`src/hw/ipd_pkg.sv`:
```
package ipd_pkg;

  // Drive configuration: which connector map the decoder applies
  typedef enum logic [1:0] {
    cfg_basic,
    cfg_expansion,
    cfg_reduced,
    cfg_reduced_dual
  } ipd_cfg_t;

  // Input condition named by the trailing letter
  typedef enum logic [1:0] {
    cond_low,
    cond_high,
    cond_fall,
    cond_rise
  } ipd_cond_t;

  // Parser position within one input parameter
  typedef enum logic {
    st_number,
    st_condition
  } ipd_state_t;

  // Widths
  localparam int unsigned ADC_W = 12;
  localparam int unsigned SRC_W = 5;
  localparam int unsigned NUM_SRC = 21;
  localparam int unsigned DIG_W = 8;

  // Command characters
  localparam logic [7:0] CH_ZERO = 8'h30;
  localparam logic [7:0] CH_COLON = 8'h3a;
  localparam logic [7:0] CH_PREFIX = 8'h58;
  localparam logic [7:0] CH_LOW = 8'h4c;
  localparam logic [7:0] CH_HIGH = 8'h48;
  localparam logic [7:0] CH_FALL = 8'h46;
  localparam logic [7:0] CH_RISE = 8'h52;

  // Input numbers after the character offset is removed
  localparam logic [7:0] NUM_ENC = 8'h00;
  localparam logic [7:0] NUM_DIG_FIRST = 8'h01;
  localparam logic [7:0] NUM_BASIC_LAST = 8'h07;
  localparam logic [7:0] NUM_RED_LAST = 8'h04;
  localparam logic [7:0] NUM_TOP_LAST = 8'h08;
  localparam logic [7:0] NUM_ANA_CMD = 8'h08;
  localparam logic [7:0] NUM_AIN_ONE = 8'h09;
  localparam logic [7:0] NUM_AIN_TWO = 8'h0a;
  localparam logic [7:0] NUM_SINGLE_AIN = 8'h08;

  // Positions in the internal source vector
  localparam logic [SRC_W-1:0] SRC_ENC = 5'h00;
  localparam logic [SRC_W-1:0] SRC_MAIN_BASE = 5'h00;
  localparam logic [SRC_W-1:0] SRC_ANA_CMD = 5'h09;
  localparam logic [SRC_W-1:0] SRC_AIN_ONE = 5'h0a;
  localparam logic [SRC_W-1:0] SRC_AIN_TWO = 5'h0b;
  localparam logic [SRC_W-1:0] SRC_SINGLE_AIN = 5'h0c;
  localparam logic [SRC_W-1:0] SRC_TOP_BASE = 5'h0c;

  // One decoded input parameter
  typedef struct packed {
    logic valid;
    logic [SRC_W-1:0] src;
    ipd_cond_t cond;
  } ipd_sel_t;

  // Result of decoding an input number
  typedef struct packed {
    logic ok;
    logic [SRC_W-1:0] src;
  } ipd_num_t;

endpackage

```
`src/hw/ipd_decoder.sv`:
```
// Behaviour
// Both inputs of a command share one connector
// Second input inherits connector of the first
// Letters L H F R select low/high/fall/rise
// Single-bank drives accept and ignore prefix
// Basic map: index, digital, command, two analogs
// Number zero is index, only with encoder
// Expansion: prefix main board, none top board
// Top board accepts digital inputs one to eight
// Reduced map: index, inputs one-four, analog eight
// Reduced dual: prefix 15-pin, none option connector
// Edges from sample compare, one-cycle pulse
// Current flowing reads low, none reads high
// Analog low below threshold, high above
module ipd_decoder (
  // Clock, reset and enable
  input wire logic clock,
  input wire logic resetn,
  input wire logic clk_en,
  // Command characters from the host parser
  input wire logic char_valid,
  input wire logic [7:0] char_data,
  input wire logic cmd_start,
  // Drive configuration
  input wire ipd_pkg::ipd_cfg_t cfg,
  input wire logic encoder_fitted,
  // Drive inputs
  input wire logic encoder_index,
  input wire logic [ipd_pkg::DIG_W-1:0] main_current,
  input wire logic [ipd_pkg::DIG_W-1:0] top_current,
  input wire logic [ipd_pkg::ADC_W-1:0] analog_command,
  input wire logic [ipd_pkg::ADC_W-1:0] analog_input_one,
  input wire logic [ipd_pkg::ADC_W-1:0] analog_input_two,
  input wire logic [ipd_pkg::ADC_W-1:0] single_analog_input,
  input wire logic [ipd_pkg::ADC_W-1:0] analog_threshold_setting,
  // Decoded selections and evaluation
  output ipd_pkg::ipd_sel_t sel_first,
  output ipd_pkg::ipd_sel_t sel_second,
  output logic param_done,
  output logic param_error,
  output logic [1:0] cond_met
);

  // Map an input number to a source for the given configuration and bank
  function automatic ipd_pkg::ipd_num_t decode_num(input ipd_pkg::ipd_cfg_t c,
      input logic main_bank, input logic enc_ok, input logic [7:0] num);
    ipd_pkg::ipd_num_t r;
    logic top;
    logic red;
    r = '0;
    top = !main_bank && (c == ipd_pkg::cfg_expansion || c == ipd_pkg::cfg_reduced_dual);
    red = (c == ipd_pkg::cfg_reduced) || (c == ipd_pkg::cfg_reduced_dual);
    if (top) begin
      r.ok = (num >= ipd_pkg::NUM_DIG_FIRST) && (num <= ipd_pkg::NUM_TOP_LAST);
      r.src = ipd_pkg::SRC_TOP_BASE + num[ipd_pkg::SRC_W-1:0];
    end else if (num == ipd_pkg::NUM_ENC) begin
      r.ok = enc_ok;
      r.src = ipd_pkg::SRC_ENC;
    end else if (red) begin
      if (num >= ipd_pkg::NUM_DIG_FIRST && num <= ipd_pkg::NUM_RED_LAST) begin
        r.ok = 1'b1;
        r.src = ipd_pkg::SRC_MAIN_BASE + num[ipd_pkg::SRC_W-1:0];
      end else if (num == ipd_pkg::NUM_SINGLE_AIN) begin
        r.ok = 1'b1;
        r.src = ipd_pkg::SRC_SINGLE_AIN;
      end
    end else begin
      if (num >= ipd_pkg::NUM_DIG_FIRST && num <= ipd_pkg::NUM_BASIC_LAST) begin
        r.ok = 1'b1;
        r.src = ipd_pkg::SRC_MAIN_BASE + num[ipd_pkg::SRC_W-1:0];
      end else if (num == ipd_pkg::NUM_ANA_CMD) begin
        r.ok = 1'b1;
        r.src = ipd_pkg::SRC_ANA_CMD;
      end else if (num == ipd_pkg::NUM_AIN_ONE) begin
        r.ok = 1'b1;
        r.src = ipd_pkg::SRC_AIN_ONE;
      end else if (num == ipd_pkg::NUM_AIN_TWO) begin
        r.ok = 1'b1;
        r.src = ipd_pkg::SRC_AIN_TWO;
      end
    end
    return r;
  endfunction

  // Evaluate a condition against the current and previous samples
  function automatic logic cond_eval(input ipd_pkg::ipd_cond_t c, input logic hi,
      input logic lo, input logic was_hi);
    logic r;
    r = 1'b0;
    case (c)
      ipd_pkg::cond_low: r = lo;
      ipd_pkg::cond_high: r = hi;
      ipd_pkg::cond_fall: r = was_hi & ~hi;
      default: r = hi & ~was_hi;
    endcase
    return r;
  endfunction

  ipd_pkg::ipd_state_t state;
  logic pidx;
  logic prefix_seen;
  logic bank_first;
  logic [ipd_pkg::SRC_W-1:0] num_src;
  logic [ipd_pkg::NUM_SRC-1:0] hi_q;
  logic [ipd_pkg::NUM_SRC-1:0] lo_q;
  logic [ipd_pkg::NUM_SRC-1:0] hi_prev;

  // Raw levels of every source
  wire logic [ipd_pkg::NUM_SRC-1:0] hi_now;
  wire logic [ipd_pkg::NUM_SRC-1:0] lo_now;
  wire logic ana_cmd_hi = analog_command > analog_threshold_setting;
  wire logic analog_input_one_hi = analog_input_one > analog_threshold_setting;
  wire logic analog_input_two_hi = analog_input_two > analog_threshold_setting;
  wire logic sain_hi = single_analog_input > analog_threshold_setting;
  wire logic ana_cmd_lo = analog_command < analog_threshold_setting;
  wire logic analog_input_one_lo = analog_input_one < analog_threshold_setting;
  wire logic analog_input_two_lo = analog_input_two < analog_threshold_setting;
  wire logic sain_lo = single_analog_input < analog_threshold_setting;
  assign hi_now = {~top_current, sain_hi, analog_input_two_hi, analog_input_one_hi, ana_cmd_hi,
                   ~main_current, encoder_index};
  assign lo_now = {top_current, sain_lo, analog_input_two_lo, analog_input_one_lo, ana_cmd_lo,
                   main_current, ~encoder_index};

  // Character classification
  wire logic take = clk_en && char_valid;
  wire ipd_pkg::ipd_state_t cur_state = cmd_start ? ipd_pkg::st_number : state;
  wire logic cur_pidx = cmd_start ? 1'b0 : pidx;
  wire logic cur_prefix = cmd_start ? 1'b0 : prefix_seen;
  wire logic [7:0] num_val = char_data - ipd_pkg::CH_ZERO;
  wire logic is_num = char_data >= ipd_pkg::CH_ZERO && char_data <= ipd_pkg::CH_COLON;
  wire logic is_prefix = char_data == ipd_pkg::CH_PREFIX;
  wire logic main_bank = cur_pidx ? bank_first : cur_prefix;
  wire ipd_pkg::ipd_num_t dec = decode_num(cfg, main_bank, encoder_fitted, num_val);
  wire logic is_low = char_data == ipd_pkg::CH_LOW;
  wire logic is_high = char_data == ipd_pkg::CH_HIGH;
  wire logic is_fall = char_data == ipd_pkg::CH_FALL;
  wire logic is_rise = char_data == ipd_pkg::CH_RISE;
  wire logic let_ok = is_low || is_high || is_fall || is_rise;
  wire ipd_pkg::ipd_cond_t let_cond = is_low ? ipd_pkg::cond_low :
                                      is_high ? ipd_pkg::cond_high :
                                      is_fall ? ipd_pkg::cond_fall :
                                      ipd_pkg::cond_rise;

  // Parser step decisions
  wire logic in_num = take && cur_state == ipd_pkg::st_number;
  wire logic in_cond = take && cur_state == ipd_pkg::st_condition;
  wire logic got_prefix = in_num && is_prefix && !cur_prefix;
  wire logic got_num = in_num && is_num && dec.ok;
  wire logic got_cond = in_cond && let_ok;
  wire logic bad_char = (in_num && !got_prefix && !got_num) || (in_cond && !let_ok);
  wire ipd_pkg::ipd_sel_t new_sel = '{valid: 1'b1, src: num_src, cond: let_cond};

  // Next values of the parser
  wire ipd_pkg::ipd_state_t next_state = got_num ? ipd_pkg::st_condition :
                                         (got_cond || bad_char) ? ipd_pkg::st_number :
                                         cur_state;
  wire logic next_pidx = got_cond ? 1'b1 : cur_pidx;
  wire logic next_prefix = got_prefix ? 1'b1 : ((got_cond || bad_char) ? 1'b0 : cur_prefix);
  wire logic next_bank_first = (got_num && !cur_pidx) ? main_bank : bank_first;
  wire ipd_pkg::ipd_sel_t next_first = (got_cond && !cur_pidx) ? new_sel :
                                       (take && cmd_start) ? '0 : sel_first;
  wire ipd_pkg::ipd_sel_t next_second = (got_cond && cur_pidx) ? new_sel :
                                        (take && cmd_start) ? '0 : sel_second;
  wire logic [1:0] next_met = {
    sel_second.valid && cond_eval(sel_second.cond, hi_q[sel_second.src],
                                  lo_q[sel_second.src], hi_prev[sel_second.src]),
    sel_first.valid && cond_eval(sel_first.cond, hi_q[sel_first.src],
                                 lo_q[sel_first.src], hi_prev[sel_first.src])};

  // Parser registers
  always_ff @(posedge clock) begin
    if (!resetn) begin
      state <= ipd_pkg::st_number;
      pidx <= 1'b0;
      prefix_seen <= 1'b0;
      bank_first <= 1'b0;
      num_src <= '0;
    end else if (take) begin
      state <= next_state;
      pidx <= next_pidx;
      prefix_seen <= next_prefix;
      bank_first <= next_bank_first;
      num_src <= got_num ? dec.src : num_src;
    end
  end

  // Output registers
  always_ff @(posedge clock) begin
    if (!resetn) begin
      sel_first <= '0;
      sel_second <= '0;
      param_done <= 1'b0;
      param_error <= 1'b0;
      cond_met <= '0;
    end else if (clk_en) begin
      sel_first <= next_first;
      sel_second <= next_second;
      param_done <= got_cond;
      param_error <= bad_char;
      cond_met <= next_met;
    end
  end

  // Input samples and previous samples for edge detection
  always_ff @(posedge clock) begin
    if (!resetn) begin
      hi_q <= '0;
      lo_q <= '0;
      hi_prev <= '0;
    end else if (clk_en) begin
      hi_q <= hi_now;
      lo_q <= lo_now;
      hi_prev <= hi_q;
    end
  end
endmodule

```
`config.mk`:
```
export PLATFORM = sky130hd
export DESIGN_NAME = ipd_decoder
export DESIGN_NICKNAME = d
export VERILOG_FILES = /design/src/hw/ipd_pkg.sv /design/src/hw/ipd_decoder.sv
export SDC_FILE = /design/constraint.sdc
export NUM_CORES = 1
export LEC_CHECK = 0
export BUFFER_PORTS_ARGS = -buffer_cell sky130_fd_sc_hd__buf_2
export CAP_MARGIN = 10
export CORE_MARGIN = 8
export CORE_UTILIZATION = 25
export DETAILED_ROUTE_END_ITERATION = 6
export PLACE_DENSITY = 0.44
export RECOVER_POWER = 100
export SYNTH_ARGS = -nofsm -noshare
export SYNTH_HDL_FRONTEND = slang
export SYNTH_SLANG_ARGS = --single-unit
```
`constraint.sdc`:
```
create_clock -name clock -period 4.4 [get_ports clock]
set_input_delay 0.44 -clock clock [delete_from_list [all_inputs] [get_ports clock]]
set_output_delay 0.44 -clock clock [all_outputs]
set_load 0.005 [all_outputs]
```
==> results of run 1 <==
worst min-delay path by stage:
stage,from,to,slack [ns]
6_report,encoder_index,lo_q[0],0.30
5_1_grt,encoder_index,lo_q[0],0.31
4_1_cts,encoder_index,lo_q[0],0.29
3_5_place_dp,lo_q[17],lo_q[17],0.47
3_3_place_gp,lo_q[17],lo_q[17],0.47
2_1_floorplan,num_src[4],sel_second[6],0.45
sequential cells by signal, indices dropped and copies added, names as in the netlist, 2 cells and up:
signal / cells
lo_q: 21
sel_second: 8
num_src: 5
sel_first: 8
hi_q: 21
cond_met: 2
hi_prev: 21
power groups by stage:
| stage | clock network [mW] | registers (mW) | logic [mW] |
|---|---|---|---|
| 6_report | 0.712 | 0.898 | 0.302 |
| 5_1_grt | 0.769 | 0.903 | 0.343 |
| 4_1_cts | 0.735 | 0.898 | 0.306 |
| 3_5_place_dp | 0 | 0.917 | 0.304 |
| 3_3_place_gp | 0 | 0.916 | 0.305 |
| 2_1_floorplan | 0 | 0.903 | 0.202 |
Yosys cell counts, types with 2 or more instances:
cell	count	area (um^2)
and3_1	3	18.8
a211oi_4	2	40.0
or4b_4	2	27.5
nand3_1	25	125
nand4_1	11	68.8
a211oi_1	4	30.0
o21ai_1	3	15.0
dfxtp_1	92	1840
mux4_2	29	653
o31ai_1	7	52.6
a21oi_1	52	260
o22ai_1	3	18.8
and4_1	3	26.3
o21ai_0	39	195
or4_1	2	15.0
a211o_1	5	43.8
or3_1	3	18.8
o21a_1	6	45.0
nand2_1	45	169
nand3b_1	2	15.0
nor4_1	3	18.8
buf_1	4	15.0
o211a_1	4	40.0
o311a_1	2	20.0
nor3_1	14	70.1
clkbuf_1	29	109
and2_1	3	18.8
a21o_1	15	113
ha_1	56	701
o2bb2ai_1	3	26.3
nor2b_1	13	81.3
mux2_2	5	56.3
inv_1	24	90.1
nand2b_1	12	75.1
a31oi_1	7	43.8
mux2i_1	39	390
nor2_1	73	274
buf_2	6	30.0
metal layers:
metal | wire length, um | vias up | GRT usage, %
met4 | 228 | 0 | 3.33
met2 | 9240 | 78 | 22.0
li1 | - | 2653 | -
met1 | 8860 | 2518 | 16.8
met5 | 0 | - | 0
met3 | 528 | 17 | 2.09
cell families (layout without fill, tap and decap cells):
logic type,count (synthesis),count (layout),share of synthesized area [%]
mux,73,73,18.2
flops,92,92,30.5
buf+inv,64,157,4.10
simple gates,219,219,17.7
xor+xnor,1,1,0.145
compound gates,166,166,17.8
fa+ha+maj,56,56,11.6
layout make-up:
class	count	area (um^2)
Fill cell	2628	16900
Clock buffer	14	254
Tap cell	324	405
Inverter	25	93.8
Clock inverter	2	10.0
Timing Repair Buffer	116	557
Multi-Input combinational cell	515	3940
Sequential cell	92	1840
==> summary by stage, run 1 <==
Status
The run finished, with violations left. The final reports fail on capacitance limit, slew limit.

Synthesis
For this run, asynchronously set or reset flops after synthesis account for 0%. Yosys mapped a number of flops with a built-in enable equal to 0. The Yosys step of the flow raised 0 warnings.

The net count after synthesis is 820. For this run, the leading register cell type out of synthesis is dfxtp_1. The netlist uses 59 different library cells. The sequential cell area fraction in the yosys report is 30.5%.

The area of the mapped netlist is 0.00604 mm^2. The gate count of the mapped netlist is 671. The number of register bits inferred by synthesis is 92. The average instance in the mapped netlist occupies 9.01 um^2.

Placed design
The cell area after placement is 0.00689 mm^2. Port buffering added 112 buffers. The number of placed instances, taps included, is 1072. The estimated wirelength of the detail-placed design is 14.6 mm. At the end of routability-driven placement, the weighted congestion stood at 0.807.

Prior to clock tree synthesis, the placed netlist has a worst setup slack of 1.57 ns.

Clock tree
Post-CTS timing repair inserted 0 buffers for setup. The maximum count of clock buffers along a single path is 2. Clock-pin slew was measured on the worst setup and hold paths at 0.06 ns. The clock tree from TritonCTS is done. The count of instances resized after the clock tree is built is 0.

For this design, the sink count on the clock tree is 92. The number of clock buffers added by TritonCTS is 9. The CTS root buffer is clkbuf_16. The clock insertion delay at the later pin of the skew report is 0.35 ns. The number of hold buffers added after CTS is 0. The clock tree synthesis step divided the H-tree into 3 levels.

Setup path
The worst setup path is captured at a flip-flop. The worst register-to-register path has a depth of 7. Together, buffers and inverters on the worst path number 1. The depth of the critical timing path with buffers and inverters included is 7. Among all stages on the critical path, the largest delay is contributed by clkbuf_1.

The critical path start-end classification is reg2reg. The endpoint identified for the worst register-to-register timing path is cond_met[1]. The start point of the critical path is sel_second[2]. The cell family contributing the most delay on the critical path is multiplexers. For this run, the slowest stage of the critical path takes 0.81 ns.

Traced cell by cell, the critical path runs through clkbuf_1 > mux4_2 > mux2_2 > o311a_1 > and3_1 > o21ai_0 > a31oi_1. For flop-to-flop paths, the worst setup slack is 1.17 ns. The startpoint identified for the worst register-to-register timing path is sel_second[2]. Data on the critical path is required at its endpoint by 4.55 ns. The end point of the critical path is cond_met[1]. The worst-path maximum fanout is 12.

STA classifies the critical path startpoint as a flip-flop. The arrival time at the worst endpoint is 3.37 ns.

Cells and area
Compared with the post-synthesis result, the final layout area differs by 17.5%. The commonest non-fill, non-tap cell in the layout is buf_2. The number of antenna diodes is 0. Of the cells placed in the final design, the portion with a size suffix greater than 1 is 19.4%. In the layout the commonest cells are 93 x buf_2, 92 x dfxtp_1, 73 x nor2_1. The number of standard cells in the layout, taps in and fillers out is 1088. The total non-filler cell area in the finished layout is 0.00710 mm^2.

The final cell utilization of the core is 29.5%. The final layout contains 908 nets.

STA
Clock skew on the completed layout was measured at 0.00626 ns. Derived from the worst setup path, the maximum achievable clock frequency is 310 MHz. For the pin with the worst max-slew slack, the measured transition is 1.77 ns.

The final-layout setup total negative slack is 0 ns. The routed design could run at a clock period as short as 3.23 ns. The count of endpoints failing hold in the final timing report came to 0. The setup violation total in the final timing report is 0. The post-route clock period utilization is 73.3%.

Across all setup checks in the final design, the least slack found is 1.17 ns. The worst slew slack as a fraction of its limit is -18.1%. Setup repair after global routing left no endpoint under its margin. The count of pins over their slew limit is 73. The tightest hold path in the finished design has a slack of 0.302 ns.

Global route
The number of global-route vias before repair was 5300. The first-pass GRT wire length is 29.6 mm. The global routing usage summed across all routing layers is 13.0%. Summed over all layers, the global routing overflow is 0. The number of antenna violations at the first check in global routing is 0.

The maximum number of pins on one net before global-route repair is 73.

Routing
The DRC violation total after the first TritonRoute iteration is 258. The detail-routed net length per standard cell is 17.3 um. The detailed-router iteration count before antenna repair is 5. The post-detailed-route count of antenna-violating nets is 0. In the routed layout, each cell is associated on average with a via count of 4.84. The final route contains 5266 vias. Summed over all layers, the routed wires come to 18.9 mm. The detailed-route DRC error count is 0.

Job
The tool flagged a number of max-cap violations equal to 1.

Power and ir drop
The cell area power density is 269 mW/mm^2. The worst ir drop on vdd is 0.000166 V. Per report_power, the combinational group accounts for 15.8% of the total. In this run the power spent charging and discharging nets is 0.507 mW. The clock network is responsible for 37.3% of the overall power. Of the total power, the share spent switching nets is 26.5%. The total power after layout is 1.91 mW. The leakage power summed over all cells is 2.89 nW. The share of total power dissipated in sequential elements is 47.0%. The cell-internal power is 1.41 mW.

Min path
The worst hold path depth is 2. The path class of the tightest hold or removal check is in2reg.

Die
The die outline height is 171 um. The floorplan has 57 rows. The chip width is 171 um.

The I/O pin count is 113. In this run the standard cell core region covers 0.0240 mm^2. The initial standard-cell utilization of the core is 25.1%.

The full die area is 0.0294 mm^2.
Power figures use the tool's default switching activity.
==> run 2: changes to the inputs <==
Settings changed: PLACE_DENSITY 0.44 to 0.46.
Clock period 4.4 ns to 2.8 ns, I/O delays scaled along.
==> run 2 against run 1 <==
Against the previous run: the flow still finishes with violations (capacitance limit, slew limit); combinational power is 60% higher; critical path depth increased by 1; first-iteration DRC count rose by 16%; critical endpoint is now bank_first.
==> summary by stage, run 2 (synthesis results as in run 1) <==
Status
The flow ran to the end, but the final reports show violations. The checks that failed: capacitance limit, slew limit.

STA
The post-route clock period utilization is 88.4%. The clock period could shrink to 2.47 ns. The slew at the pin closest to its max-slew limit is 1.77 ns (-0.00674 ns). The setup violation total in the final timing report came to 0 (unchanged). The count of pins over their slew limit is 73 (unchanged).

Setup repair after global routing left no endpoint under its margin. For this run, the top clock speed supported by timing is 404 MHz. The count of endpoints failing hold in the final timing report is 0 (unchanged). The final-layout setup total negative slack is 0 ns (unchanged). The minimum setup slack in the final design is 0.326 ns (-0.848 ns). The worst slew slack as a fraction of its limit is -17.7% (+0.45 points). The worst setup skew after layout is 0.00281 ns (-0.00345 ns).

Die
The die outline height came to 171 um (unchanged). The area of the core came to 0.0240 mm^2 (unchanged). The I/O pin count is 113 (unchanged). The full die area is 0.0294 mm^2 (unchanged).

The initial standard-cell utilization of the core came to 25.1% (unchanged). The chip width was 171 um (unchanged). The count of standard-cell rows is 57 (unchanged).

Clock tree
The clock insertion delay at the later pin of the skew report is 0.34 ns (about the same). The number of hold buffers added after CTS came to 0 (unchanged). The sink count of the clock tree came to 92 (unchanged). The number of clock buffers inserted by TritonCTS is 9 (unchanged).

The number of post-CTS setup repair buffers is 0 (unchanged). The root buffer cell chosen for the clock tree is clkbuf_16. The maximum count of clock buffers along a single path is 2 (unchanged). The maximum level of the CTS H-tree is 3 (unchanged).

The count of instances resized after the clock tree is built is 0 (unchanged). The clock input transition at the sequential cells of the worst setup and hold paths is 0.06 ns (about the same). The clock tree from TritonCTS is done.

Global route
The global routing usage summed across all routing layers is 12.9% (-0.083 points). The first-pass GRT wire length is 29.8 mm (+0.82%). The number of global-route vias before repair is 5384 (+1.6%). The leftover overflow at the end of global routing came to 0 (unchanged). The number of antenna violations at the first check in global routing is 0 (unchanged). The maximum number of pins on one net before global-route repair is 73 (unchanged).

Cells and area
The synthesis-to-layout area growth is 20.0%. The number of antenna diodes is 0 (unchanged). The final-stage net count came to 923 (+1.7%).

The proportion of layout cells with a drive suffix above 1 is 21.5% (+2.1 points). The final cell utilization of the core came to 30.2% (+0.64 points). Leaving out fill and tap cells, the most frequent cells in the layout are 98 x buf_2, 92 x dfxtp_1, 73 x nor2_1. The number of inserted filler cells in the final layout is 2616 (-0.46%). The library cell used most frequently in the layout, excluding fill and tap cells, is buf_2.

The total non-filler cell area in the finished layout was 0.00725 mm^2 (+2.1%). The largest registers in the layout are hi_prev: 21 flops, hi_q: 21 flops, lo_q: 21 flops.

Power and ir drop
The leakage power summed over all cells is 3.00 nW (+3.6%). The total power after layout is 3.11 mW (+63%). The cell area power density was 429 mW/mm^2 (+59%). The worst ir drop on vdd is 0.000271 V (+64%).

Routing
The via density per instance is 4.85 (+0.13%). The detailed-route DRC error count is 0 (unchanged). The detailed-route via count came to 5336 (+1.3%). The DRC violation total after the first TritonRoute iteration is 298 (+16%).

The detailed-router iteration count before antenna repair is 4 (-1). The total length of routed wires is 18.8 mm (-0.35%). The post-detailed-route count of antenna-violating nets is 0 (unchanged). The detail-routed net length per standard cell is 17.1 um (-1.5%).

Placed design
The estimated wirelength of the detail-placed design came to 14.7 mm (+0.55%). The final weighted congestion in routability-driven placement came to 0.856 (+6.0%). The cell area after placement was 0.00701 mm^2 (+1.8%). The number of port buffers came to 112 (unchanged).

The setup slack at placement is 0.136 ns (-1.43 ns).

Setup path
The worst setup path is launched from an input port. The slowest stage of the critical path is the or4b_1 cell. The kind of cell with the highest combined delay along the critical path is simple AND/OR/NAND/NOR gates.

The endpoint required time on the critical path came to 3.03 ns (-1.52 ns). The buffers plus inverters on the worst setup path is 1 (unchanged). The worst-path maximum fanout is 11 (-1).

The most frequent cell on the critical path is or4b_1. The kind of capture point of the worst setup path is a flip-flop. The critical path start-end classification is in2reg. The maximum cell stage delay along the critical path is 0.63 ns (-0.18 ns). The signal on the critical path passes through buf_2 > or4b_1 > nor4_1 > a21oi_1 > or4b_1 > a211oi_4 > o21ai_1 > a32o_1. The arrival time at the worst endpoint is 2.71 ns (-0.66 ns).

Min path
The min-delay analysis places its worst path in the category in2reg.

Job
The number of violations of the max-capacitance limit came to 1 (unchanged).
-- run 2: final timing paths --
path | start | endpoint | slack (ns) | depth (start not counted)
worst max register to register | sel_first[3] | cond_met[0] | 0.42 | 6
worst min-delay path | encoder_index | lo_q[0] | 0.16 | 2
worst min register to register | num_src[3] | sel_first[5] | 0.49 | 2
worst max-delay path | char_data[0] | bank_first | 0.33 | 8
-- run 2: metal layers --
layer / track usage (%) / share of wire (%) / vias to the layer above
met4: 3.29 / 1.2 / 0
met3: 2.11 / 3.3 / 15
met1: 16.5 / 46 / 2557
li1: - / - / 2691
met2: 22.0 / 50 / 73
met5: 0 / 0 / -
-- run 2: cell type report --
cell class                 instances  area, um^2  area share, %
timing repair buffer             131         679           9.37
sequential                        92        1840           25.4
tap                              324         405           5.59
multi-input combinational        515        3940           54.3
inverter                          25        93.8           1.29
clock buffer                      12         256           3.54
clock inverter                     2        35.0          0.483
-- run 2: worst reg2reg max path, cell delays in order, from the launching register on --
cell and delay, ns:
dfxtp_1 0.76, mux4_2 0.41, mux2_2 0.28, a21oi_1 0.22
o22ai_1 0.15, or4_1 0.41, nand3_1 0.10
-- run 2: stage by stage --
| step | hold slack (ns) | std cells |
|---|---|---|
| 2_1_floorplan | 0.374 | 671 |
| 4_1_cts | 0.150 | 1101 |
| 6_report | 0.157 | 1101 |
| 5_1_grt | 0.159 | 1101 |
| 3_5_place_dp | 0.474 | 1087 |
| 3_3_place_gp | 0.471 | 1087 |
-- run 2: power by group --
part	switching (mW)	leakage [nW]	internal, mW	total (mW)
combinational	0.256	2.10	0.227	0.483
clock	0.492	0.145	0.730	1.22
sequential	0.0478	0.752	1.36	1.41
total	0.796	3.00	2.32	3.11
